===== config.mk =====
export PLATFORM = sky130hd
export DESIGN_NAME = pcr_device_flat
export DESIGN_NICKNAME = d
export VERILOG_FILES = /design/src/pcr_pkg.sv /design/src/pcr_link_if.sv /design/src/pcr_device.sv /design/src/flat_wrapper.sv
export SDC_FILE = /design/constraint.sdc
export NUM_CORES = 1
export LEC_CHECK = 0
export BUFFER_PORTS_ARGS = -buffer_cell sky130_fd_sc_hd__buf_2
export CORE_MARGIN = 5
export CORE_UTILIZATION = 51
export DETAILED_ROUTE_END_ITERATION = 10
export GPL_TIMING_DRIVEN = 0
export PLACE_DENSITY = 0.83
export SYNTH_ARGS = -nofsm -noshare
export SYNTH_HDL_FRONTEND = slang
export SYNTH_SLANG_ARGS = --single-unit

===== constraint.sdc =====
create_clock -name core_clk -period 6.5 [get_ports core_clk]
set_input_delay 0.975 -clock core_clk [delete_from_list [all_inputs] [get_ports core_clk]]
set_output_delay 0.975 -clock core_clk [all_outputs]
set_load 0.1 [all_outputs]

===== src/pcr_pkg.sv =====
/*
 * package for the configuration register group: command codes, field layouts,
 * register addresses of the controller side and timing constants.
 * assumes one 40 MHz clock shared by both ends.
 */
package pcr_pkg;
	// command codes carried on the link
	localparam logic [7:0] CMD_SILICON_REV = 8'hAE;
	localparam logic [7:0] CMD_LOOP_COMP = 8'hB1;
	localparam logic [7:0] CMD_POWER_STAGE = 8'hB5;
	localparam logic [7:0] CMD_STORE_ALL = 8'h15;
	localparam logic [7:0] CMD_RESTORE_ALL = 8'h16;
	localparam logic [7:0] CMD_PIN_OVERRIDE = 8'hEE;
	// byte counts of the block transfers
	localparam logic [2:0] LEN_SILICON_REV = 3'h2;
	localparam logic [2:0] LEN_LOOP_COMP = 3'h5;
	localparam logic [2:0] LEN_POWER_STAGE = 3'h1;
	// revision fields, values arbitrary
	localparam logic [3:0] REV_MAJOR_VAL = 4'h1;
	localparam logic [3:0] REV_MINOR_VAL = 4'h2;
	localparam logic [7:0] REV_SUB_VAL = 8'h03;
	// compensation word field positions
	localparam int CIC_LO_MSB = 25;
	localparam int CIC_LO_LSB = 24;
	localparam int CIC_HI_MSB = 39;
	localparam int CIC_HI_LSB = 38;
	localparam int CFC_MSB = 37;
	localparam int CFC_LSB = 33;
	localparam int CDBL_BIT = 32;
	localparam int CGR_MSB = 31;
	localparam int CGR_LSB = 26;
	localparam int VIC_LO_MSB = 9;
	localparam int VIC_LO_LSB = 8;
	localparam int VIC_HI_MSB = 23;
	localparam int VIC_HI_LSB = 22;
	localparam int VFC_MSB = 21;
	localparam int VFC_LSB = 17;
	localparam int VGR_MSB = 15;
	localparam int VGR_LSB = 10;
	localparam int VTC_MSB = 5;
	localparam int VTC_LSB = 4;
	localparam int CTC_MSB = 1;
	localparam int CTC_LSB = 0;
	// reserved compensation bits must be zero
	localparam logic [39:0] COMP_RSVD_MASK = 40'h00000100CC;
	// power stage byte
	localparam logic [3:0] REG_SEL_MIN = 4'h3;
	localparam logic [3:0] REG_SEL_MAX = 4'hA;
	localparam logic [3:0] REG_SEL_RESET = 4'h9;
	localparam logic [3:0] PS_RSVD_VAL = 4'h0;
	localparam logic [39:0] COMP_RESET = 40'h0000000000;
	// status bits
	localparam int STATUS_CML_BIT = 1;
	localparam int INVALID_COMMAND_FLAG_BIT = 7;
	// time limit on a power stage transaction; neither end uses PS_LIMIT_CYC, so no frame is timed out
	localparam int PS_LIMIT_US = 1000;
	localparam int CLK_MHZ = 40;
	localparam int PS_LIMIT_CYC = PS_LIMIT_US * CLK_MHZ;
	// controller register addresses
	localparam logic [3:0] A_CTRL = 4'h0;
	localparam logic [3:0] A_COMP_LO = 4'h1;
	localparam logic [3:0] A_COMP_HI = 4'h2;
	localparam logic [3:0] A_PS = 4'h3;
	localparam logic [3:0] A_RDATA_LO = 4'h4;
	localparam logic [3:0] A_RDATA_HI = 4'h5;
	localparam logic [3:0] A_STAT = 4'h6;
	localparam logic [3:0] A_IRQ = 4'h7;
	localparam logic [3:0] A_MASK = 4'h8;
	// ctrl register operation codes
	localparam logic [2:0] OP_RD_REV = 3'h0;
	localparam logic [2:0] OP_RD_COMP = 3'h1;
	localparam logic [2:0] OP_WR_COMP = 3'h2;
	localparam logic [2:0] OP_RD_PS = 3'h3;
	localparam logic [2:0] OP_WR_PS = 3'h4;
	localparam logic [2:0] OP_WR_REV = 3'h5;
	localparam logic [2:0] OP_APPLY = 3'h6;
	// interrupt bits
	localparam int IRQ_DONE = 0;
	localparam int IRQ_ALERT = 1;
	localparam int IRQ_W = 2;
endpackage : pcr_pkg


===== src/pcr_link_if.sv =====
/*
 * byte link between controller and device: one command per frame, bytes move
 * one per valid cycle; device answers reads with bytes on the return lane.
 * assumes both ends share core_clk.
 */
`timescale 1ns/1ps
interface pcr_link_if;
	logic start;       // first cycle of a frame, carries command
	logic is_write;
	logic [7:0] cmd;
	logic [2:0] len;   // byte count the controller sends or wants
	logic wvalid;
	logic [7:0] wdata;
	logic rvalid;
	logic [7:0] rdata;
	logic done;        // frame finished by device
	logic alert_n;     // fault notification, active low
	logic store_all;   // save user values pulse
	logic restore_all; // restore user values pulse
	logic clear_comp_override;
	modport device (input start, is_write, cmd, len, wvalid, wdata, store_all,
		restore_all, clear_comp_override, output rvalid, rdata, done, alert_n);
	modport host (output start, is_write, cmd, len, wvalid, wdata, store_all,
		restore_all, clear_comp_override, input rvalid, rdata, done, alert_n);
endinterface : pcr_link_if


===== src/pcr_device.sv =====
/*
 * device end: revision, compensation and power stage registers with fault
 * logging for writes to read-only commands.
 * assumes the controller end keeps to one frame at a time.
 */
// Strobed register access was left to the implementer.
`timescale 1ns/1ps
module pcr_device
	import pcr_pkg::*;
(
	input wire logic core_clk,
	input wire logic rst,
	input wire logic clk_en,
	pcr_link_if.device link,
	input wire logic conversion_en,
	input wire logic clear_faults,
	output logic [39:0] loop_comp_hw,
	output logic [3:0] current_integ_cap_sel,
	output logic [4:0] current_filter_cap_sel,
	output logic current_integ_cap_doubler,
	output logic [5:0] current_gain_res_sel,
	output logic [3:0] voltage_integ_cap_sel,
	output logic [4:0] voltage_filter_cap_sel,
	output logic [5:0] voltage_gain_res_sel,
	output logic [1:0] voltage_transcond_sel,
	output logic [1:0] current_transcond_sel,
	output logic [3:0] regulator_voltage_sel,
	output logic [7:0] status_byte,
	output logic [7:0] status_comm
);
	typedef enum logic [2:0] {
		DS_IDLE = 3'b001,
		DS_RX = 3'b010,
		DS_TX = 3'b100
	} pcr_dstate_t;

	pcr_dstate_t state_reg;
	logic [7:0] cmd_reg;
	logic [2:0] cnt_reg;
	logic [39:0] shift_reg;
	logic [39:0] comp_reg;
	logic comp_override_reg;
	logic [3:0] reg_sel_reg;
	logic invalid_command_flag;
	logic ivc_event;
	logic rx_last;

	// revision word packs major, minor and sub fields
	function automatic logic [15:0] rev_word();
		logic [3:0] rev_major_field;
		logic [3:0] rev_minor_field;
		logic [7:0] rev_sub_field;
		rev_major_field = REV_MAJOR_VAL;
		rev_minor_field = REV_MINOR_VAL;
		rev_sub_field = REV_SUB_VAL;
		return {rev_major_field, rev_minor_field, rev_sub_field};
	endfunction : rev_word

	assign ivc_event = link.start && link.is_write && (link.cmd == CMD_SILICON_REV);
	assign rx_last = link.wvalid && (cnt_reg == 3'h1);

	// frame sequencer: collect write bytes or shift out read bytes, low byte first
	always_ff @(posedge core_clk or posedge rst) begin
		if (rst) begin
			state_reg <= DS_IDLE;
			cmd_reg <= 8'h00;
			cnt_reg <= 3'h0;
			shift_reg <= 40'h0000000000;
			link.rvalid <= 1'b0;
			link.rdata <= 8'h00;
			link.done <= 1'b0;
		end else if (clk_en) begin
			link.done <= 1'b0;
			link.rvalid <= 1'b0;
			case (state_reg)
				DS_IDLE: begin
					if (link.start) begin
						cmd_reg <= link.cmd;
						cnt_reg <= link.len;
						if (link.is_write) begin
							state_reg <= DS_RX;
						end else begin
							state_reg <= DS_TX;
							if (link.cmd == CMD_SILICON_REV) begin
								shift_reg <= {24'h000000, rev_word()};
								cnt_reg <= LEN_SILICON_REV;
							end else if (link.cmd == CMD_LOOP_COMP) begin
								shift_reg <= comp_reg;
								cnt_reg <= LEN_LOOP_COMP;
							end else begin
								shift_reg <= {32'h00000000, reg_sel_reg, PS_RSVD_VAL};
								cnt_reg <= LEN_POWER_STAGE;
							end
						end
					end
				end
				DS_RX: begin
					if (link.wvalid) begin
						shift_reg <= {link.wdata, shift_reg[39:8]};
						cnt_reg <= cnt_reg - 3'h1;
					end
					if (rx_last || cnt_reg == 3'h0) begin
						state_reg <= DS_IDLE;
						link.done <= 1'b1;
					end
				end
				DS_TX: begin
					link.rvalid <= 1'b1;
					link.rdata <= shift_reg[7:0];
					shift_reg <= {8'h00, shift_reg[39:8]};
					cnt_reg <= cnt_reg - 3'h1;
					if (cnt_reg == 3'h1) begin
						state_reg <= DS_IDLE;
						link.done <= 1'b1;
					end
				end
				default: state_reg <= DS_IDLE;
			endcase
		end
	end

	always_ff @(posedge core_clk or posedge rst) begin
		if (rst) begin
			comp_reg <= COMP_RESET;
		end else if (clk_en && state_reg == DS_RX && rx_last && cmd_reg == CMD_LOOP_COMP) begin
			comp_reg <= {link.wdata, shift_reg[39:8]};
		end
	end

	// override bit decides whether restore reloads the loop
	always_ff @(posedge core_clk or posedge rst) begin
		if (rst) begin
			comp_override_reg <= 1'b1;
		end else if (clk_en && link.clear_comp_override) begin
			comp_override_reg <= 1'b0;
		end
	end

	// hardware copy frozen while converting, restore applies stored value once the override bit is cleared
	always_ff @(posedge core_clk or posedge rst) begin
		if (rst) begin
			loop_comp_hw <= COMP_RESET;
		end else if (clk_en) begin
			if (!conversion_en) begin
				loop_comp_hw <= comp_reg;
			end else if (link.restore_all && !comp_override_reg) begin
				loop_comp_hw <= comp_reg;
			end
		end
	end

	// field taps of the applied compensation word, registered
	always_ff @(posedge core_clk or posedge rst) begin
		if (rst) begin
			current_integ_cap_sel <= 4'h0;
			current_filter_cap_sel <= 5'h00;
			current_integ_cap_doubler <= 1'b0;
			current_gain_res_sel <= 6'h00;
			voltage_integ_cap_sel <= 4'h0;
			voltage_filter_cap_sel <= 5'h00;
			voltage_gain_res_sel <= 6'h00;
			voltage_transcond_sel <= 2'h0;
			current_transcond_sel <= 2'h0;
		end else if (clk_en) begin
			current_integ_cap_sel <= {loop_comp_hw[CIC_LO_MSB:CIC_LO_LSB],
				loop_comp_hw[CIC_HI_MSB:CIC_HI_LSB]};
			current_filter_cap_sel <= loop_comp_hw[CFC_MSB:CFC_LSB];
			current_gain_res_sel <= loop_comp_hw[CGR_MSB:CGR_LSB];
			current_integ_cap_doubler <= loop_comp_hw[CDBL_BIT];
			voltage_integ_cap_sel <= {loop_comp_hw[VIC_LO_MSB:VIC_LO_LSB],
				loop_comp_hw[VIC_HI_MSB:VIC_HI_LSB]};
			voltage_filter_cap_sel <= loop_comp_hw[VFC_MSB:VFC_LSB];
			voltage_gain_res_sel <= loop_comp_hw[VGR_MSB:VGR_LSB];
			voltage_transcond_sel <= loop_comp_hw[VTC_MSB:VTC_LSB];
			current_transcond_sel <= loop_comp_hw[CTC_MSB:CTC_LSB];
		end
	end

	// regulator select updates the cycle after the frame ends
	always_ff @(posedge core_clk or posedge rst) begin
		if (rst) begin
			reg_sel_reg <= REG_SEL_RESET;
			regulator_voltage_sel <= REG_SEL_RESET;
		end else if (clk_en) begin
			if (state_reg == DS_RX && rx_last && cmd_reg == CMD_POWER_STAGE &&
				link.wdata[7:4] >= REG_SEL_MIN && link.wdata[7:4] <= REG_SEL_MAX) begin
				reg_sel_reg <= link.wdata[7:4];
			end
			regulator_voltage_sel <= reg_sel_reg;
		end
	end

	// sticky fault flag, a new fault wins over the clear
	always_ff @(posedge core_clk or posedge rst) begin
		if (rst) begin
			invalid_command_flag <= 1'b0;
		end else if (clk_en) begin
			if (ivc_event) begin
				invalid_command_flag <= 1'b1;
			end else if (clear_faults) begin
				invalid_command_flag <= 1'b0;
			end
		end
	end

	// status bytes and alert line follow the flag
	always_ff @(posedge core_clk or posedge rst) begin
		if (rst) begin
			status_byte <= 8'h00;
			status_comm <= 8'h00;
			link.alert_n <= 1'b1;
		end else if (clk_en) begin
			status_byte <= 8'h00;
			status_comm <= 8'h00;
			status_byte[STATUS_CML_BIT] <= invalid_command_flag;
			status_comm[INVALID_COMMAND_FLAG_BIT] <= invalid_command_flag;
			link.alert_n <= ~invalid_command_flag;
		end
	end
endmodule : pcr_device


===== src/flat_wrapper.sv =====
// flat-port wrapper written by rule: the top's interface ports become plain ports
module pcr_device_flat import pcr_pkg::*;
  (core_clk, rst, clk_en, conversion_en, clear_faults, loop_comp_hw, current_integ_cap_sel, current_filter_cap_sel, current_integ_cap_doubler, current_gain_res_sel, voltage_integ_cap_sel, voltage_filter_cap_sel, voltage_gain_res_sel, voltage_transcond_sel, current_transcond_sel, regulator_voltage_sel, status_byte, status_comm, link_start, link_is_write, link_cmd, link_len, link_wvalid, link_wdata, link_store_all, link_restore_all, link_clear_comp_override, link_rvalid, link_rdata, link_done, link_alert_n);
  pcr_link_if link_i ();
  input wire logic core_clk;
  input wire logic rst;
  input wire logic clk_en;
  input wire logic conversion_en;
  input wire logic clear_faults;
  output logic [39:0] loop_comp_hw;
  output logic [3:0] current_integ_cap_sel;
  output logic [4:0] current_filter_cap_sel;
  output logic current_integ_cap_doubler;
  output logic [5:0] current_gain_res_sel;
  output logic [3:0] voltage_integ_cap_sel;
  output logic [4:0] voltage_filter_cap_sel;
  output logic [5:0] voltage_gain_res_sel;
  output logic [1:0] voltage_transcond_sel;
  output logic [1:0] current_transcond_sel;
  output logic [3:0] regulator_voltage_sel;
  output logic [7:0] status_byte;
  output logic [7:0] status_comm;
  input wire logic [$bits(link_i.start)-1:0] link_start;
  input wire logic [$bits(link_i.is_write)-1:0] link_is_write;
  input wire logic [$bits(link_i.cmd)-1:0] link_cmd;
  input wire logic [$bits(link_i.len)-1:0] link_len;
  input wire logic [$bits(link_i.wvalid)-1:0] link_wvalid;
  input wire logic [$bits(link_i.wdata)-1:0] link_wdata;
  input wire logic [$bits(link_i.store_all)-1:0] link_store_all;
  input wire logic [$bits(link_i.restore_all)-1:0] link_restore_all;
  input wire logic [$bits(link_i.clear_comp_override)-1:0] link_clear_comp_override;
  output wire logic [$bits(link_i.rvalid)-1:0] link_rvalid;
  output wire logic [$bits(link_i.rdata)-1:0] link_rdata;
  output wire logic [$bits(link_i.done)-1:0] link_done;
  output wire logic [$bits(link_i.alert_n)-1:0] link_alert_n;
  assign link_i.start = link_start;
  assign link_i.is_write = link_is_write;
  assign link_i.cmd = link_cmd;
  assign link_i.len = link_len;
  assign link_i.wvalid = link_wvalid;
  assign link_i.wdata = link_wdata;
  assign link_i.store_all = link_store_all;
  assign link_i.restore_all = link_restore_all;
  assign link_i.clear_comp_override = link_clear_comp_override;
  assign link_rvalid = link_i.rvalid;
  assign link_rdata = link_i.rdata;
  assign link_done = link_i.done;
  assign link_alert_n = link_i.alert_n;
  pcr_device u_core (.core_clk(core_clk), .rst(rst), .clk_en(clk_en), .link(link_i), .conversion_en(conversion_en), .clear_faults(clear_faults), .loop_comp_hw(loop_comp_hw), .current_integ_cap_sel(current_integ_cap_sel), .current_filter_cap_sel(current_filter_cap_sel), .current_integ_cap_doubler(current_integ_cap_doubler), .current_gain_res_sel(current_gain_res_sel), .voltage_integ_cap_sel(voltage_integ_cap_sel), .voltage_filter_cap_sel(voltage_filter_cap_sel), .voltage_gain_res_sel(voltage_gain_res_sel), .voltage_transcond_sel(voltage_transcond_sel), .current_transcond_sel(current_transcond_sel), .regulator_voltage_sel(regulator_voltage_sel), .status_byte(status_byte), .status_comm(status_comm));
endmodule

After elaboration in Yosys (flattened, before gate mapping)
Cells that the tools add are included.
W data, S select, Z words.
- reductions and logical operators: 25
- add/subtract/negate cells: 1
- bitwise gates (word level): 1
- eq/ne operators: 14
- magnitude comparators: 2
- multiplexer cells: 25
- operator list (operator ; count):
    $mux W40 ; 7
    $pmux W40 S3 ; 1
    $eq A8 B8 Y1 const B ; 4
    $mux W3 ; 9
    $pmux W3 S3 ; 2
    $logic_and A1 B1 Y1 ; 12
    $reduce_and A2 Y1 ; 4
    $reduce_and A4 Y1 ; 2
    $eq A3 B1 Y1 const B ; 2
    $ne A2 B1 Y1 const B ; 3
    $ne A2 B2 Y1 const B ; 3
    $mux W1 ; 5
    $reduce_and A5 Y1 ; 1
    $ge A4 B2 Y1 const B ; 1
    $le A4 B4 Y1 const B ; 1
    $eq A3 B2 Y1 const B ; 1
    $eq A3 B3 Y1 const B ; 1
    $logic_not A3 Y1 ; 1
    $reduce_and A3 Y1 ; 1
    $reduce_bool A3 Y1 ; 1
    $sub A3 B1 Y3 const B ; 1
    $pmux W1 S2 ; 1
    $reduce_bool A2 Y1 ; 1
    $logic_not A1 Y1 ; 1
    2 further kinds ; 2
- output and inout bits: 106
- register bits after elaboration: 191
- input port bits: 30

Logic depth before layout (Yosys ltp)
- depth after elaboration: 7
- gate-level depth with buffers: 8

Worst setup path before layout
No wires, ideal clock.
- path kind: input to register
- start: input link_cmd[1]
- end: register u_core.shift_reg[32]
- arrival: 2367 ps
- stages on the path: 5
- buffers on the path: 1
- setup slack: 4059 ps
- setup time: 74 ps
- data required time: 6426 ps
- path through: or4b_4 -> a2111oi_4 -> buf_6 -> a22oi_1 -> o21ai_2
- longest elaborated chain between the ends: 6
- elaborated cells on any way between the ends: 7
- those cells by class: 2 x eq/ne; 5 x mux
- RTL lines (what ; line ; text):
    start: declaration ; flat_wrapper.sv:25 ; input wire logic [$bits(link_i.cmd)-1:0] link_cmd;
    $eq A8 B8 Y1 ; pcr_device.sv:87 ; end else if (link.cmd == CMD_LOOP_COMP) begin
    $mux W40 ; pcr_device.sv:87 ;
    $mux W40 (*) ; pcr_device.sv:84 ; if (link.cmd == CMD_SILICON_REV) begin
    $mux W40 (*) ; pcr_device.sv:80 ; if (link.is_write) begin
    $mux W40 (*) ; pcr_device.sv:77 ; if (link.start) begin
    $pmux W40 S3 (*) ; pcr_device.sv:75 ; case (state_reg)
    end signal: assignment ; pcr_device.sv:85 ; shift_reg <= {24'h000000, rev_word()};
    end signal: assignment ; pcr_device.sv:88 ; shift_reg <= comp_reg;
    end signal: assignment ; pcr_device.sv:91 ; shift_reg <= {32'h00000000, reg_sel_reg, PS_RSVD_VAL};
    end: declaration ; pcr_device.sv:40 ; logic [39:0] shift_reg;
Mark *: on every way between the ends. The rest lies on a longest branch, timed or not. The select of a mux whose other input is x is not followed.
A chain may end at the register's enable or synchronous reset.

Worst setup path after layout
- start: input clk_en
- end: register u_core.loop_comp_hw[2]
- longest elaborated chain between the ends: 1
- RTL lines (what ; line ; text):
    start: declaration ; flat_wrapper.sv:7 ; input wire logic clk_en;
    $reduce_and A2 Y1 (no line) ; - ;
    end signal: assignment ; pcr_device.sv:145 ; loop_comp_hw <= comp_reg;
    end signal: assignment ; pcr_device.sv:147 ; loop_comp_hw <= comp_reg;
    end: declaration ; pcr_device.sv:17 ; output logic [39:0] loop_comp_hw,
Every way passes these cells.

==> impl_metrics.tcl <==
set metrics [dict create \
    status "finished, final reports clean" \
    holdBufCountCts 0 \
    hold_end "u_core.link.alert_n" \
    drive_gt1_share_pct 39.32 \
    placed_cell_area_um2 9121 \
    num_rows 46 \
    grt_busiest_layer "met2" \
    grt-ovfl-total 0 \
    core-area_um2 15770 \
    synth-seq-area-share_pct 58.63 \
    met3_usage_pct 5.625 \
    cp_max_fo 10 \
    post_cts_buffers 0 \
    hp-class "reg2reg" \
    num_antenna_cells 0 \
    hpwl_um 12690 \
    final_cells 979 \
    drv_cap 0 \
    grt_use_met2_pct 30.94 \
    cts_sinks 191 \
    dpl.cell_count 948 \
    timing_hold_violations_final 0 \
    synth_warnings 0 \
    grt_pass1_vias 5462 \
    synthToLayoutAreaGrowth_pct 18.52 \
    drc 0 \
    cts_resized 0 \
    routed_wl_um 18050 \
    cts_tree "built" \
    ir_drop_mv 0.1971 \
    dieArea_um2 18640 \
    ys_top_cells_by_area "dfrtp_1 56%, mux2_2 10%, mux2_1 9.2%, dfstp_2 2.3%, a22oi_1 2.1%" \
    arrival_ps 2830 \
    hp-start "u_core.invalid_command_flag" \
    routedWlPerCell_um 18.43 \
    setup_viol 0 \
    holdWs_ps 473.6 \
    grtUsageMet1_pct 28.08 \
    vias 5306 \
    root_buffer "clkbuf_16" \
    period_minus_slack_ps 2514 \
    max_freq_ghz 0.3978 \
    layout_worst_path_cycle_share_pct 38.68 \
    critPathKind "in2reg" \
    ys.flop_type "dfrtp_1" \
    syn_area_um2 8167 \
    synth_edf_count 0 \
    netlist_instances 598 \
    reg2regPathDepth 6 \
    nets 784 \
    critical_path_required_ps 6810 \
    port_buffers 120 \
    r2r_slack_ps 4210 \
    fill_cells 1269 \
    max_slew_margin_pct 39.94 \
    drtIter0Drc 288 \
    drt_pass1_iterations 5 \
    h-tree-depth 4 \
    hold_depth 1 \
    rsz0062_at_grt "false" \
    fin_skew_ps 7.263 \
    fp.dieW_um 136.5 \
    ios 136 \
    avgSynthCellArea_um2 13.66 \
    rr_endpoint "u_core.shift_reg[39]" \
    ctsLongestPathBuffers 2 \
    initial_utilization_pct 51.79 \
    clock_latency_ps 430 \
    p_per_area_nw_per_um2 315.4 \
    leakagePower_nw 4.987 \
    antenna_left 0 \
    setup_slack_ps 3986 \
    yosys_register_bits 191 \
    final_area_um2 9679 \
    clk_pin_slew_ps 60 \
    end_kind "register" \
    gp_congestion 0.8189 \
    dp_slack_ps 3577 \
    cts_buffers 17 \
    drv_slew 0 \
    finalSetupTns_ps 0 \
    max_slew.worst_pin.slew_ps 900.9 \
    fp.dieH_um 136.5 \
    grt_max_degree 134 \
    synth_top_area_share_pct 56.38 \
    synthArstFlopShare_pct 100.0 \
    via_per_inst 5.420 \
    rr_startpoint "u_core.state_reg[0]" \
    antenna_found_initial 0 \
    synth_top_area_cell "dfrtp_1" \
    grt_pass1_wl_um 29170 \
    synth_cell_types 60 \
    grt_usage_pct 20.34 \
    start_kind "input port" \
]
==> cells in the mapped netlist (all sizes together), types with 2 or more instances <==
library cell,instances
a31oi,5
a2bb2oi,3
a22oi,33
nand3b,4
mux2,142
a21o,2
ha,3
dfstp,7
clkbuf,11
o21ai,44
nand2b,4
nor2,9
o22a,2
nor3,2
o31ai,2
and4bb,2
o22ai,2
mux2i,4
nand2,39
nand3,3
a21oi,15
nor3b,2
and2,2
nor4bb,2
inv,11
and3,4
a2111oi,2
buf,35
dfrtp,184
==> layout by cell type, fill, tap and decap left out, types with 3 or more instances in the layout <==
cell type  netlist  routed
mux2_2          75      75
a31oi_1          5       5
buf_1            4       4
o21ai_0         10      10
conb_1           1      14
ha_1             3       3
nand3_1          3       3
nor2_1           8       8
a21oi_1         14      14
mux2_1          67      67
a2bb2oi_1        3       3
clkbuf_16        0      17
a22oi_2         10      10
nand2_1         39      39
inv_1           11      10
dfstp_2          7       7
mux2i_1          4       4
buf_4           21      21
buf_6            4       4
clkinv_2         0       5
and3_1           4       4
nand2b_1         4       4
o21ai_2         16      16
dfrtp_1        184     184
buf_2            6     126
a22oi_1         23      23
clkbuf_1        11      12
o21ai_1         18      18
clkbuf_8         0       3
nand3b_1         3       3
==> area by class of cell <==
cell class,instances,area (µm²),area share [%]
well taps,216,270.3,2.792
repair buffers,121,628.1,6.489
clock buffers,21,470.5,4.860
inverters,11,48.80,0.5041
flip-flops and latches,191,4788,49.47
clock inverters,10,87.58,0.9049
multi-input cells,363,3097,31.99
plain buffers,46,289.0,2.986
==> power breakdown <==
| group | switching (mW) | internal [mW] |
|---|---|---|
| clock network | 0.436 | 0.554 |
| registers | 0.0624 | 1.29 |
| logic | 0.498 | 0.212 |
| total | 0.997 | 2.06 |
==> routing by layer <==
layer,up-vias,wire length [µm],share of wire (%)
met3,25,1332,7.4
met4,0,332,1.8
met5,-,0,0
met2,155,8297,46
li1,2440,-,-
met1,2686,8083,45
==> how the worst max path moves through the flow <==
stage | end | startpoint | cells past startpoint | slack [ps]
6_report | u_core.loop_comp_hw[2] | clk_en | 5 | 3990
2_1_floorplan | u_core.cmd_reg[0] | rst | 1 | 340
3_5_place_dp | u_core.loop_comp_hw[7] | clk_en | 5 | 3580
4_1_cts | u_core.loop_comp_hw[2] | clk_en | 5 | 4020
5_1_grt | u_core.loop_comp_hw[2] | clk_en | 5 | 3940
3_3_place_gp | u_core.status_byte[1] | rst | 2 | -1650
==> cells by family (layout without fill, tap and decap cells) <==
group	count (synthesis)	after routing	synth area share (%)
DFF	191	191	58.63
muxes	146	146	20.07
AOI/OAI and AO/OA	116	116	10.83
and+or+nand+nor	82	82	5.469
buffers and inverters	57	209	4.045
adders and majority gates	3	3	0.4597
xor gates and xnor gates	2	2	0.4444
other	1	14	0.04592
==> critical path, cell delays in order <==
cell and delay [ps]:
buf_2 140, inv_1 110, a21oi_1 630, clkbuf_1 570, mux2_1 390
==> stage by stage <==
stage	power [mW]	util [%]
final	3.053	61.38
after detailed placement	2.084	57.84
after floorplan	1.922	-
after global routing	3.187	61.38
after CTS	3.076	61.38
after global placement	2.062	57.62
(Power assumes the default switching activity.)
